--- src/logic/ccr_pkg.sv ---
package ccr_pkg;

  // apb geometry
  localparam int unsigned AW = 12;
  localparam int unsigned DW = 32;

  // register byte offsets
  localparam logic [11:0] OFF_CLK_CTRL = 12'h000;
  localparam logic [11:0] OFF_CLK_CFG  = 12'h004;
  localparam logic [11:0] OFF_BKP_CTRL = 12'h008;
  localparam logic [11:0] OFF_RST_STAT = 12'h00c;
  localparam logic [11:0] OFF_OPTION   = 12'h010;

  // clock_control_reg fields
  localparam int unsigned B_INT_EN   = 0;
  localparam int unsigned B_INT_RDY  = 1;
  localparam int unsigned B_FAST_EN  = 16;
  localparam int unsigned B_FAST_RDY = 17;
  localparam int unsigned B_FAST_BYP = 18;
  localparam int unsigned B_PLL_EN   = 24;
  localparam int unsigned B_PLL_RDY  = 25;

  // clock configuration fields: request [1:0], status [3:2]
  localparam int unsigned B_SW_REQ  = 0;
  localparam int unsigned B_SW_STAT = 2;

  // backup_domain_ctrl_reg fields
  localparam int unsigned B_SLOW_EN  = 0;
  localparam int unsigned B_SLOW_RDY = 1;
  localparam int unsigned B_WDOG_SEL = 2;
  localparam int unsigned B_CAL_SEL  = 8;
  localparam int unsigned B_CAL_LOCK = 15;
  localparam int unsigned B_BD_RESET = 16;

  // reset_status_reg fields
  localparam int unsigned B_CLR_FLAGS = 24;
  localparam int unsigned B_FLAGS     = 26;

  // option fields, both set after power-up
  localparam int unsigned B_OPT_STDBY = 0;
  localparam int unsigned B_OPT_STOP  = 1;
  localparam logic [1:0]  OPT_RST     = 2'h3;

  // calendar clock select encodings
  localparam logic [1:0] CAL_NONE      = 2'h0;
  localparam logic [1:0] CAL_SLOW_XTAL = 2'h1;
  localparam logic [1:0] CAL_INT_SLOW  = 2'h2;
  localparam logic [1:0] CAL_FABRIC    = 2'h3;

  // watchdog clock select: 1 slow crystal, 0 internal slow clock
  localparam logic WDOG_SLOW_XTAL = 1'b1;
  localparam logic WDOG_RST       = 1'b0;

  // cycle counts at 200 MHz
  localparam int unsigned INT_FAST_START_CYC = 64;
  localparam int unsigned FAST_START_CYC     = 2048;
  localparam int unsigned SLOW_START_CYC     = 4096;
  localparam int unsigned START_W            = 13;
  localparam int unsigned SLOW_DIV           = 256;
  localparam int unsigned DIV_W              = 8;
  localparam int unsigned RST_HOLD_CYC       = 16;
  localparam int unsigned HOLD_W             = 5;

  typedef enum logic [1:0] {
    SRC_INT_FAST,
    SRC_EXT_FAST,
    SRC_PLL,
    SRC_FABRIC
  } ccr_src_t;

  typedef enum logic [1:0] {
    PM_RUN,
    PM_STOP,
    PM_STANDBY
  } ccr_pmode_t;

  typedef enum logic {
    RS_RUN,
    RS_HOLD
  } ccr_rstate_t;

  // reset events, flag order is the bit order in the status register
  typedef struct packed {
    logic lowpower;
    logic window_watchdog_end;
    logic indep_watchdog_end;
    logic sw_req;
    logic pin_low;
  } ccr_rst_flags_t;

  typedef struct packed {
    logic pin_low;
    logic window_watchdog_end;
    logic indep_watchdog_end;
    logic sw_reset_request;
    logic standby_entry;
    logic stop_entry;
  } ccr_rst_src_t;

  typedef struct packed {
    logic internal_fast_osc;
    logic fast_osc_enable;
    logic fast_osc_bypass;
    logic pll_enable;
    logic slow_crystal_enable;
  } ccr_osc_t;

endpackage : ccr_pkg

--- src/logic/ccr_ctrl.sv ---
`timescale 1ns/1ps
module ccr_ctrl
(
  // clock and reset
  input  wire logic                 pclk,
  input  wire logic                 presetn,
  // apb slave
  input  wire logic                 psel,
  input  wire logic                 penable,
  input  wire logic                 pwrite,
  input  wire logic [11:0]          paddr,
  input  wire logic [31:0]          pwdata,
  output logic      [31:0]          prdata,
  output logic                      pready,
  output logic                      pslverr,
  // source status and mode
  input  wire logic                 pll_locked,
  input  wire logic                 fabric_clock_valid,
  input  wire logic                 backup_write_unlock,
  input  wire logic                 backup_domain_reset,
  input  wire ccr_pkg::ccr_pmode_t  power_mode,
  input  wire ccr_pkg::ccr_rst_src_t rst_src,
  // clock control outputs
  output ccr_pkg::ccr_osc_t         osc_ctl,
  output ccr_pkg::ccr_src_t         system_clock_select,
  output logic                      fast_osc_release,
  output logic                      slow_crystal_release,
  output logic                      internal_slow_tick,
  output logic      [1:0]           calendar_clock_select,
  output logic                      indep_watchdog_clock_select,
  // reset outputs
  output logic                      sys_reset_n,
  output logic                      enter_standby,
  output logic                      enter_stop
);
  import ccr_pkg::*;

  // apb state
  logic        pready_reg, pready_next;
  logic        perr_reg, perr_next;
  logic [31:0] prdata_reg, prdata_next;

  // clock state
  logic     int_en_reg, int_en_next;
  logic     fast_en_reg, fast_en_next;
  logic     fast_byp_reg, fast_byp_next;
  logic     pll_en_reg, pll_en_next;
  ccr_src_t sel_reg, sel_next;
  ccr_src_t req_reg, req_next;
  logic     fast_rel_reg, fast_rel_next;
  logic     slow_rel_reg, slow_rel_next;
  logic [DIV_W-1:0] div_reg, div_next;
  logic     tick_reg, tick_next;

  // backup domain state
  logic       slow_en_reg, slow_en_next;
  logic       wsel_reg, wsel_next;
  logic [1:0] cal_reg, cal_next;
  logic       lock_reg, lock_next;
  logic       wdog_reg, wdog_next;

  // reset state
  ccr_rstate_t      rs_reg, rs_next;
  logic [HOLD_W-1:0] hold_reg, hold_next;
  ccr_rst_flags_t   flags_reg, flags_next;
  logic [1:0]       opt_reg, opt_next;
  logic             srst_reg, srst_next;
  logic             stdby_reg, stdby_next;
  logic             stop_reg, stop_next;

  logic int_rdy, fast_rdy, slow_rdy, pll_rdy;
  logic acc, setup, bd_clear;
  logic lp_rst, any_rst;
  ccr_rst_flags_t ev;

  function automatic logic wr_hit(input logic [11:0] off);
    wr_hit = acc && pwrite && (paddr == off);
  endfunction : wr_hit

  function automatic logic addr_known(input logic [11:0] a);
    addr_known = (a == OFF_CLK_CTRL) || (a == OFF_CLK_CFG) ||
                 (a == OFF_BKP_CTRL) || (a == OFF_RST_STAT) ||
                 (a == OFF_OPTION);
  endfunction : addr_known

  // a source is busy when it feeds the system clock itself or via pll
  function automatic logic src_busy(input ccr_src_t sel,
                                    input ccr_src_t src);
    src_busy = (sel == src) ||
               (src == SRC_EXT_FAST && sel == SRC_PLL);
  endfunction : src_busy

  ccr_startup #(.START_CYC(INT_FAST_START_CYC)) u_int_start
  (
    .pclk    (pclk),
    .presetn (presetn),
    .enable  (int_en_reg),
    .ready   (int_rdy)
  );

  ccr_startup #(.START_CYC(FAST_START_CYC)) u_fast_start
  (
    .pclk    (pclk),
    .presetn (presetn),
    .enable  (fast_en_reg),
    .ready   (fast_rdy)
  );

  ccr_startup #(.START_CYC(SLOW_START_CYC)) u_slow_start
  (
    .pclk    (pclk),
    .presetn (presetn),
    .enable  (slow_en_reg),
    .ready   (slow_rdy)
  );

  // the pll multiplies the external fast oscillator
  assign pll_rdy  = pll_en_reg && pll_locked && fast_rdy;
  assign setup    = psel && !penable;
  assign acc      = psel && penable && pready_reg;
  assign bd_clear = backup_domain_reset ||
                    (wr_hit(OFF_BKP_CTRL) && backup_write_unlock &&
                     pwdata[B_BD_RESET]);

  // apb: no wait state, read data sampled in the setup cycle
  always_comb
  begin
    pready_next = setup;
    perr_next   = setup && !addr_known(paddr);
    prdata_next = prdata_reg;
    if (setup)
    begin
      prdata_next = 32'h0000_0000;
      case (paddr)
        OFF_CLK_CTRL:
        begin
          prdata_next[B_INT_EN]   = int_en_reg;
          prdata_next[B_INT_RDY]  = int_rdy;
          prdata_next[B_FAST_EN]  = fast_en_reg;
          prdata_next[B_FAST_RDY] = fast_rdy;
          prdata_next[B_FAST_BYP] = fast_byp_reg;
          prdata_next[B_PLL_EN]   = pll_en_reg;
          prdata_next[B_PLL_RDY]  = pll_rdy;
        end
        OFF_CLK_CFG:
        begin
          prdata_next[B_SW_REQ+:2]  = req_reg;
          prdata_next[B_SW_STAT+:2] = sel_reg;
        end
        OFF_BKP_CTRL:
        begin
          prdata_next[B_SLOW_EN]    = slow_en_reg;
          prdata_next[B_SLOW_RDY]   = slow_rdy;
          prdata_next[B_WDOG_SEL]   = wsel_reg;
          prdata_next[B_CAL_SEL+:2] = cal_reg;
          prdata_next[B_CAL_LOCK]   = lock_reg;
        end
        OFF_RST_STAT: prdata_next[B_FLAGS+:5] = flags_reg;
        OFF_OPTION:   prdata_next[1:0] = opt_reg;
        default:      prdata_next = 32'h0000_0000;
      endcase
    end
  end

  always_ff @(posedge pclk or negedge presetn)
  begin
    if (!presetn)
    begin
      pready_reg <= 1'b0;
      perr_reg   <= 1'b0;
      prdata_reg <= 32'h0000_0000;
    end
    else
    begin
      pready_reg <= pready_next;
      perr_reg   <= perr_next;
      prdata_reg <= prdata_next;
    end
  end

  // clock sources and system clock switch
  always_comb
  begin
    int_en_next   = int_en_reg;
    fast_en_next  = fast_en_reg;
    fast_byp_next = fast_byp_reg;
    pll_en_next   = pll_en_reg;
    sel_next      = sel_reg;
    req_next      = req_reg;
    if (srst_reg)
    begin
      // the external fast oscillator and pll stop with the system clock back home
      int_en_next   = 1'b1;
      fast_en_next  = 1'b0;
      fast_byp_next = 1'b0;
      pll_en_next   = 1'b0;
      sel_next      = SRC_INT_FAST;
      req_next      = SRC_INT_FAST;
    end
    else
    begin
      if (wr_hit(OFF_CLK_CTRL))
      begin
        // each enable is written alone, a busy source stays on
        int_en_next  = pwdata[B_INT_EN] ||
                       src_busy(sel_reg, SRC_INT_FAST);
        fast_en_next = pwdata[B_FAST_EN] ||
                       src_busy(sel_reg, SRC_EXT_FAST);
        pll_en_next  = pwdata[B_PLL_EN] ||
                       src_busy(sel_reg, SRC_PLL);
        // a write changes bypass only while the oscillator is off
        if (!fast_en_reg)
          fast_byp_next = pwdata[B_FAST_BYP];
      end
      if (wr_hit(OFF_CLK_CFG))
        req_next = ccr_src_t'(pwdata[B_SW_REQ+:2]);
      case (req_reg)
        SRC_INT_FAST: if (int_rdy) sel_next = req_reg;
        SRC_EXT_FAST: if (fast_rdy) sel_next = req_reg;
        SRC_PLL:      if (pll_rdy) sel_next = req_reg;
        SRC_FABRIC:   if (fabric_clock_valid) sel_next = req_reg;
        default:      sel_next = sel_reg;
      endcase
    end
    fast_rel_next = fast_en_reg && fast_rdy;
    slow_rel_next = slow_en_reg && slow_rdy;
    // free-running from the internal oscillator, so stop mode keeps it
    div_next  = int_rdy ? div_reg + DIV_W'(1) : div_reg;
    tick_next = int_rdy && (div_reg == DIV_W'(SLOW_DIV - 1));
  end

  always_ff @(posedge pclk or negedge presetn)
  begin
    if (!presetn)
    begin
      int_en_reg   <= 1'b1;
      fast_en_reg  <= 1'b0;
      fast_byp_reg <= 1'b0;
      pll_en_reg   <= 1'b0;
      sel_reg      <= SRC_INT_FAST;
      req_reg      <= SRC_INT_FAST;
      fast_rel_reg <= 1'b0;
      slow_rel_reg <= 1'b0;
      div_reg      <= '0;
      tick_reg     <= 1'b0;
    end
    else
    begin
      int_en_reg   <= int_en_next;
      fast_en_reg  <= fast_en_next;
      fast_byp_reg <= fast_byp_next;
      pll_en_reg   <= pll_en_next;
      sel_reg      <= sel_next;
      req_reg      <= req_next;
      fast_rel_reg <= fast_rel_next;
      slow_rel_reg <= slow_rel_next;
      div_reg      <= div_next;
      tick_reg     <= tick_next;
    end
  end

  // backup domain: untouched by system reset
  always_comb
  begin
    slow_en_next = slow_en_reg;
    wsel_next    = wsel_reg;
    cal_next     = cal_reg;
    lock_next    = lock_reg;
    if (bd_clear)
    begin
      slow_en_next = 1'b0;
      wsel_next    = WDOG_RST;
      cal_next     = CAL_NONE;
      lock_next    = 1'b0;
    end
    else if (wr_hit(OFF_BKP_CTRL) && backup_write_unlock)
    begin
      slow_en_next = pwdata[B_SLOW_EN];
      wsel_next    = pwdata[B_WDOG_SEL];
      // first nonzero selection sticks
      if (!lock_reg)
      begin
        cal_next  = pwdata[B_CAL_SEL+:2];
        lock_next = pwdata[B_CAL_SEL+:2] != CAL_NONE;
      end
    end
    // standby overrides the software choice
    wdog_next = (power_mode == PM_STANDBY) ? WDOG_SLOW_XTAL
                                           : wsel_reg;
  end

  always_ff @(posedge pclk or negedge presetn)
  begin
    if (!presetn)
    begin
      slow_en_reg <= 1'b0;
      wsel_reg    <= WDOG_RST;
      cal_reg     <= CAL_NONE;
      lock_reg    <= 1'b0;
      wdog_reg    <= WDOG_RST;
    end
    else
    begin
      slow_en_reg <= slow_en_next;
      wsel_reg    <= wsel_next;
      cal_reg     <= cal_next;
      lock_reg    <= lock_next;
      wdog_reg    <= wdog_next;
    end
  end

  // system reset sequencer and cause flags
  assign lp_rst = (rst_src.standby_entry && !opt_reg[B_OPT_STDBY]) ||
                  (rst_src.stop_entry && !opt_reg[B_OPT_STOP]);
  assign ev.pin_low  = rst_src.pin_low;
  assign ev.sw_req   = rst_src.sw_reset_request;
  assign ev.indep_watchdog_end  = rst_src.indep_watchdog_end;
  assign ev.window_watchdog_end = rst_src.window_watchdog_end;
  assign ev.lowpower = lp_rst;
  assign any_rst = |ev;

  always_comb
  begin
    rs_next    = rs_reg;
    hold_next  = hold_reg;
    opt_next   = opt_reg;
    flags_next = flags_reg;
    // a clear in the same cycle as an event loses
    if (wr_hit(OFF_RST_STAT) && pwdata[B_CLR_FLAGS])
      flags_next = '0;
    flags_next = flags_next | ev;
    if (wr_hit(OFF_OPTION))
    begin
      opt_next[B_OPT_STDBY] = pwdata[B_OPT_STDBY];
      opt_next[B_OPT_STOP]  = pwdata[B_OPT_STOP];
    end
    case (rs_reg)
      RS_RUN:
        if (any_rst)
        begin
          rs_next   = RS_HOLD;
          hold_next = '0;
        end
      RS_HOLD:
        // a pin held low stretches the reset for as long as it stays low
        if (any_rst)
          hold_next = '0;
        else if (hold_reg == HOLD_W'(RST_HOLD_CYC - 1))
          rs_next = RS_RUN;
        else
          hold_next = hold_reg + HOLD_W'(1);
      default: rs_next = RS_RUN;
    endcase
    srst_next  = rs_next == RS_HOLD;
    // entry goes ahead only when the option bit is set
    stdby_next = rst_src.standby_entry && opt_reg[B_OPT_STDBY];
    stop_next  = rst_src.stop_entry && opt_reg[B_OPT_STOP];
  end

  always_ff @(posedge pclk or negedge presetn)
  begin
    if (!presetn)
    begin
      rs_reg    <= RS_RUN;
      hold_reg  <= '0;
      opt_reg   <= OPT_RST;
      flags_reg <= '0;
      srst_reg  <= 1'b0;
      stdby_reg <= 1'b0;
      stop_reg  <= 1'b0;
    end
    else
    begin
      rs_reg    <= rs_next;
      hold_reg  <= hold_next;
      opt_reg   <= opt_next;
      flags_reg <= flags_next;
      srst_reg  <= srst_next;
      stdby_reg <= stdby_next;
      stop_reg  <= stop_next;
    end
  end

  assign prdata  = prdata_reg;
  assign pready  = pready_reg;
  assign pslverr = perr_reg;

  assign osc_ctl.internal_fast_osc   = int_en_reg;
  assign osc_ctl.fast_osc_enable     = fast_en_reg;
  assign osc_ctl.fast_osc_bypass     = fast_byp_reg;
  assign osc_ctl.pll_enable          = pll_en_reg;
  assign osc_ctl.slow_crystal_enable = slow_en_reg;

  assign system_clock_select         = sel_reg;
  assign fast_osc_release            = fast_rel_reg;
  assign slow_crystal_release        = slow_rel_reg;
  assign internal_slow_tick          = tick_reg;
  assign calendar_clock_select       = cal_reg;
  assign indep_watchdog_clock_select = wdog_reg;
  assign sys_reset_n                 = !srst_reg;
  assign enter_standby               = stdby_reg;
  assign enter_stop                  = stop_reg;

endmodule : ccr_ctrl

--- src/logic/ccr_startup.sv ---
`timescale 1ns/1ps
module ccr_startup
#(
  parameter int unsigned START_CYC = 64
)
(
  // clock and reset
  input  wire logic pclk,
  input  wire logic presetn,
  // source control
  input  wire logic enable,
  output logic      ready
);
  import ccr_pkg::*;

  logic [START_W-1:0] cnt_reg;
  logic [START_W-1:0] cnt_next;
  logic               rdy_reg;
  logic               rdy_next;

  // ready drops at once when the source is turned off
  always_comb
  begin
    cnt_next = cnt_reg;
    rdy_next = rdy_reg;
    if (!enable)
    begin
      cnt_next = '0;
      rdy_next = 1'b0;
    end
    else if (!rdy_reg)
    begin
      if (cnt_reg == START_W'(START_CYC - 1))
        rdy_next = 1'b1;
      else
        cnt_next = cnt_reg + START_W'(1);
    end
  end

  always_ff @(posedge pclk or negedge presetn)
  begin
    if (!presetn)
    begin
      cnt_reg <= '0;
      rdy_reg <= 1'b0;
    end
    else
    begin
      cnt_reg <= cnt_next;
      rdy_reg <= rdy_next;
    end
  end

  assign ready = rdy_reg;

endmodule : ccr_startup

--- config.mk ---
export PLATFORM = sky130hd
export DESIGN_NAME = ccr_ctrl
export DESIGN_NICKNAME = d
export VERILOG_FILES = /design/src/logic/ccr_pkg.sv /design/src/logic/ccr_ctrl.sv /design/src/logic/ccr_startup.sv
export SDC_FILE = /design/constraint.sdc
export NUM_CORES = 1
export LEC_CHECK = 0
export BUFFER_PORTS_ARGS = -buffer_cell sky130_fd_sc_hd__buf_4
export CORE_ASPECT_RATIO = 0.8
export CORE_MARGIN = 5
export CORE_UTILIZATION = 28
export DETAILED_ROUTE_END_ITERATION = 7
export GPL_TIMING_DRIVEN = 0
export SLEW_MARGIN = 5
export SYNTH_ARGS = -nofsm -noshare
export SYNTH_HDL_FRONTEND = slang
export SYNTH_SLANG_ARGS = --single-unit
--- constraint.sdc ---
create_clock -name pclk -period 1.9 [get_ports pclk]
set_clock_uncertainty 0.05 [all_clocks]
set_input_delay 0.095 -clock pclk [delete_from_list [all_inputs] [get_ports pclk]]
set_output_delay 0.095 -clock pclk [all_outputs]
set_load 0.1 [all_outputs]
Word-level counts from Yosys, hierarchy flattened

Index checks and enable logic that the tools add are counted.

Register bits: 101
Output and inout port bits: 50
Word-level logic and storage cells: 185

$add $sub $neg: 5
Eq/ne operators: 29
Mux-type cells: 63
Bitwise gates (word level): 2
Reduce and logical (&&, ||, !) cells: 52

Operators by type and width:

| cell                    | number |
|---|---|
| $mux W13                | 9 |
| $add A13 B1 Y13 const B | 3 |
| $mux W1                 | 31 |
| $mux W5                 | 5 |
| $eq A12 B4 Y1 const B   | 2 |
| $mux W2                 | 12 |
| $logic_and A1 B1 Y1     | 22 |
| $pmux W2 S4             | 2 |
| $ne A2 B2 Y1 const B    | 7 |
| $eq A13 B11 Y1 const B  | 1 |
| $eq A13 B12 Y1 const B  | 1 |
| $eq A13 B6 Y1 const B   | 1 |
| $eq A12 B3 Y1 const B   | 1 |
| $eq A12 B5 Y1 const B   | 1 |
| $logic_not A12 Y1       | 1 |
| $reduce_and A2 Y1       | 6 |
| $logic_or A1 B1 Y1      | 10 |
| $pmux W5 S2             | 1 |
| $ne A3 B3 Y1 const B    | 3 |
| $add A8 B1 Y8 const B   | 1 |
| $eq A2 B2 Y1 const B    | 4 |
| $eq A8 B8 Y1 const B    | 1 |
| $reduce_bool A2 Y1      | 4 |
| $ne A3 B2 Y1 const B    | 2 |
| other kinds (12)        | 20 |

Longest topological paths before layout

Depth after elaboration: 9
Gate-level depth with buffers: 8
Depth with buffers taken out: 7

By module

Synthesis repeated with hierarchy kept, for this count alone.

Cell total of the unflattened synthesis: 490
Area, all modules: 5094.9 um^2

By module, submodules not included:

| module                     | instances | cells an instance | area an instance (um^2) |
|---|---|---|---|
| ccr_ctrl                   | 1         | 258               | 2827.7 |
| ccr_startup (u_fast_start) | 1         | 80                | 760.7 |
| ccr_startup (u_slow_start) | 1         | 75                | 760.7 |
| ccr_startup (u_int_start)  | 1         | 77                | 745.7 |

Worst setup path after synthesis

No wires, ideal clock.

Path type: flip-flop to flip-flop
Start point: register pready_reg, in the netlist pready
End point: register cal_reg[0], in the netlist calendar_clock_select[0]
Arrival time: 2.098 ns
Setup slack: -0.377 ns
Cell stages (with the launch flop): 5
Clock period less this slack: 2.277 ns
Cells stage by stage: dfrtp_1 > nand4_2 > or4_4 > o21ai_1 > a21oi_1

Cells in the longest elaborated chain, start to end: 8

RTL lines:

| element                                                             | line                             | source |
|---|---|---|
| start, declared                                                     | ccr_ctrl.sv:39                   | `logic pready_reg, pready_next;` |
| start signal, assigned                                              | ccr_ctrl.sv:175                  | `pready_reg <= pready_next;` |
| $logic_and A1 B1 Y1 *                                               | ccr_ctrl.sv:120                  | `assign acc = psel && penable && pready_reg;` |
| $logic_and A1 B1 Y1 * (2 in a row)                                  | ccr_ctrl.sv:77                   | `wr_hit = acc && pwrite && (paddr == off);` |
| $logic_and A1 B1 Y1 *                                               | ccr_ctrl.sv:122, ccr_ctrl.sv:276 |  |
| $logic_and A1 B1 Y1                                                 | ccr_ctrl.sv:122                  | `(wr_hit(OFF_BKP_CTRL) && backup_write_unlock &&` |
| $logic_or A1 B1 Y1                                                  | ccr_ctrl.sv:121                  | `assign bd_clear = backup_domain_reset \|\|` |
| $ne A2 B1 Y1 (no line) / $reduce_bool A2 Y1 (equally long branches) | --                               |  |
| $reduce_and A2 Y1 (no line)                                         | --                               |  |
| end signal, assigned                                                | ccr_ctrl.sv:306                  | `cal_reg <= cal_next;` |
| end, declared                                                       | ccr_ctrl.sv:58                   | `logic [1:0] cal_reg, cal_next;` |

Mark *: on every way between the ends. The rest lies on a longest branch, timed or not.
A chain may end at the register's enable or synchronous reset.

Worst setup path after layout

Start point: register u_fast_start.cnt_reg[1]
End point: register u_fast_start.cnt_reg[3]

Cells in the longest elaborated chain, start to end: 4

RTL lines:

| element                | line              | source |
|---|---|---|
| start, declared        | ccr_startup.sv:16 | `logic [START_W-1:0] cnt_reg;` |
| start signal, assigned | ccr_startup.sv:49 | `cnt_reg <= cnt_next;` |
| $add A13 B1 Y13        | ccr_startup.sv:36 | `cnt_next = cnt_reg + START_W'(1);` |
| $mux W13               | ccr_startup.sv:33 | `if (cnt_reg == START_W'(START_CYC - 1))` |
| $mux W13               | ccr_startup.sv:31 | `else if (!rdy_reg)` |
| $mux W13               | ccr_startup.sv:26 | `if (!enable)` |

Parallel ways exist; a longest one is shown, timed or not. The select of a mux whose other input is x is not followed.

==> run_results.csv <==
group,metric,value,unit
run_status,outcome,"finished clean",
finish,num_antenna_cells,0,
detailed_routing,viasPerCell,4.716,
finish,largest_reg_flops,17,
sta,max_freq,534.4,MHz
run,drv_cap,0,
global_routing,grt_max_degree,102,
synthesis,syn_inst,469,
global_routing,grt_overflow,0,
sta,worst_slack,0.02885,ns
power_and_ir_drop,leakage,3.004,nW
setup_path,cp.required,2.11,ns
synthesis,synth_edf_count,0,
sta,setup_violations,0,
power_and_ir_drop,clkPwrFrac,44.4,%
power_and_ir_drop,pwr-share-seq,47.3,%
clocking,cts.sinks,101,
clocking,numCtsBuffers,9,
synthesis,yosys.area.top_type,"dfrtp_1",
finish,postLayoutCellArea,6545,µm²
floorplanning,rows,43,
detailed_routing,vias,3881,
detailed_routing,drtPass1Iterations,4,
place,dpl_worst_slack,-0.2736,ns
detailed_routing,wl_per_cell,14.58,µm
power_and_ir_drop,cellPowerDensity,695.4,nW/µm²
worst_hold_path,hold_start,"pwdata[9]",
setup_path,r2r-start,"u_fast_start.cnt_reg[1]",
detailed_routing,routed_wl,12000,µm
clocking,clock_path_buffers,2,
floorplanning,core,17380,µm²
clocking,clk_pin_slew_worst_paths,0.07,ns
sta,fin_crit_sh,98.48,%
place,place_congestion,0.7925,
setup_path,crit_start,"u_fast_start.cnt_reg[1]",
power_and_ir_drop,power.internal,0.003442,W
setup_path,worstSetupEndpointType,"flop",
sta,drv_slew,0,
setup_path,cp_max_fo,10,
sta,rsz0062_at_grt,"yes",
clocking,clk_latency,0.34,ns
synthesis,dominantRegCellSynth,"dfrtp_1",
setup_path,rrSetupSlack,0.03,ns
synthesis,syn_area,4972,µm²
finish,multi_input_area,2288,µm²
place,placed_cell_area,5877,µm²
power_and_ir_drop,sw_frac_of_total,24.37,%
synthesis,yosys_register_bits,101,
clocking,root_buffer,"clkbuf_16",
detailed_routing,drc_errors,0,
clocking,cts_tree,"yes",
floorplanning,boundaryPins,111,
finish,syn_to_final_growth,31.63,%
clocking,h-tree-depth,3,
floorplanning,start_util,28.61,%
detailed_routing,ant_nets,0,
power_and_ir_drop,switchingPower,0.001109,W
finish,fillCellCount,1678,
finish,seqCellArea,2536,µm²
finish,nets,662,
global_routing,grt_util_all_layers,11.53,%
floorplanning,die_width,159.0,µm
power_and_ir_drop,power,0.004552,W
detailed_routing,drt_iter0_markers,229,
place,portBuffers,71,
power_and_ir_drop,vdd_drop_max,0.5605,mV
setup_path,path_class,"reg2reg",
global_routing,grt_pass1_vias,3900,
sta,worst_pin_slew,0.6128,ns
floorplanning,die_h,129.2,µm
sta,hold_violations,0,
floorplanning,dieArea,20540,µm²
place,dp_hpwl,8640,µm
global_routing,grt_antenna_before_repair,0,
synthesis,async_flop_share,100.0,%
finish,drive_gt1_share,26.25,%
power_and_ir_drop,combPwrFrac,8.3,%
setup_path,arrival,2.08,ns
sta,max_slew_margin,59.15,%
synthesis,syn_area_per_cell,10.60,µm²
synthesis,synth.top_cells.by_area,"dfrtp_1 49%, buf_4 3.0%, mux2i_1 2.8%",
global_routing,grt_pass1_wl,19680,µm
setup_path,critical_path.startpoint_type,"flop",
synthesis,yosys_warnings,0,
synthesis,synthDistinctLibCells,59,
sta,period_needed,1.871,ns
synthesis,synth-seq-area-share,50.91,%
worst_hold_path,hold_path.class,"in2reg",
synthesis,yosysTopAreaCellShare,49.32,%
sta,timing.hold.ws,0.02502,ns
cells in the mapped netlist, types with 4 or more instances:
cell and number:
xnor2_1 16, nor2_1 30, nand3_1 20, nor3b_1 5, a21oi_1 18, ha_1 8
nand2b_1 7, nor3_1 12, o21ai_1 10, o21ai_0 4, or3_1 5, a22o_1 15
xor2_1 10, a21o_1 6, mux2_2 5, inv_1 14, and2_1 19, mux2i_1 14
and3_1 11, nor2b_1 5, buf_4 20, nand4_1 12, or4_1 4, nand2_1 32
nor4_1 7, clkbuf_1 12, dfrtp_1 98
critical path, cell delays in order (launching register included):
cell and delay, ns:
dfrtp_1 0.39, ha_4 0.17, nand4_4 0.11, or4_4 0.44, o21bai_4 0.15, buf_6 0.15, buf_8 0.13, o21ai_1 0.07
a21oi_1 0.14
layer usage:
| metal | GRT usage, % | part of all wire [%] |
|---|---|---|
| met4 | 2.959 | 1.7 |
| met5 | 0 | 0 |
| met1 | 15.19 | 46 |
| met3 | 3.084 | 3.8 |
| met2 | 19.07 | 48 |
cell usage in the layout (no fill, tap or decap), types with 4 or more instances in the layout:
cell type / n
a21o_1: 6
a21oi_1: 18
a22o_1: 15
and2_1: 19
and3_1: 11
buf_4: 100
clkbuf_1: 11
clkbuf_16: 9
conb_1: 15
dfrtp_1: 96
dlygate4sd3_1: 16
ha_1: 7
inv_1: 13
mux2_2: 5
mux2i_1: 14
nand2_1: 32
nand2b_1: 7
nand3_1: 20
nand4_1: 12
nor2_1: 28
nor2b_1: 5
nor3_1: 12
nor3b_1: 4
nor4_1: 5
o21ai_0: 4
o21ai_1: 10
or3_1: 5
xnor2_1: 16
xor2_1: 10
logic make-up after synthesis:
| family | Yosys count | synth area share (%) |
|---|---|---|
| xor gates and xnor gates | 26 | 4.580 |
| other | 1 | 0.07542 |
| muxes | 19 | 3.951 |
| buffers and inverters | 49 | 5.737 |
| DFF | 101 | 50.91 |
| AOI/OAI and AO/OA | 72 | 10.12 |
| adders and majority gates | 8 | 2.013 |
| and+or+nand+nor | 193 | 22.62 |
power by group through the flow:
stage	combinational [W]	sequential [W]	clock [W]
after floorplan	0.000189	0.00222	0
after global placement	0.000342	0.00220	0
after detailed placement	0.000344	0.00220	0
after CTS	0.000369	0.00215	0.00207
after global routing	0.000403	0.00215	0.00216
final	0.000376	0.00215	0.00202
stage by stage:
step / std cells / setup TNS [ns] / utilization (%)
floorplan: 483 / -0.001277 / -
CTS: 817 / -0.006624 / 37.12
global route: 823 / -0.4962 / 37.66
finish: 823 / 0 / 37.66
global placement: 779 / -1.308 / 33.82
detailed placement: 779 / -2.462 / 33.82
what timing repair did:
item	4_1_cts	5_1_grt
setup buffers	7	4
pin swaps	1	0
setup endpoints to repair	17	27
endpoints found under the hold margin	16	98
hold buffers	15	1
resized for setup	5	4
layout make-up:
class                           instances  area share (%)
Multi-Input combinational cell        333           34.96
Clock buffer                            9           3.441
Buffer                                 35           3.575
Tap cell                              225           4.301
Sequential cell                       101           38.75
Clock inverter                          7           1.587
Inverter                               14          0.8603
Timing Repair Buffer                   99           12.52
worst paths after layout:
path | endpoint | depth (start not counted)
worst max register to register | u_fast_start.cnt_reg[3] | 8
worst min register to register | div_reg[5] | 1
min in group asynchronous | u_slow_start.cnt_reg[9] | 2
worst max-delay path | u_fast_start.cnt_reg[3] | 8
max in group asynchronous | pready | 3
worst min-delay path | calendar_clock_select[1] | 3
(Power assumes the default switching activity.)
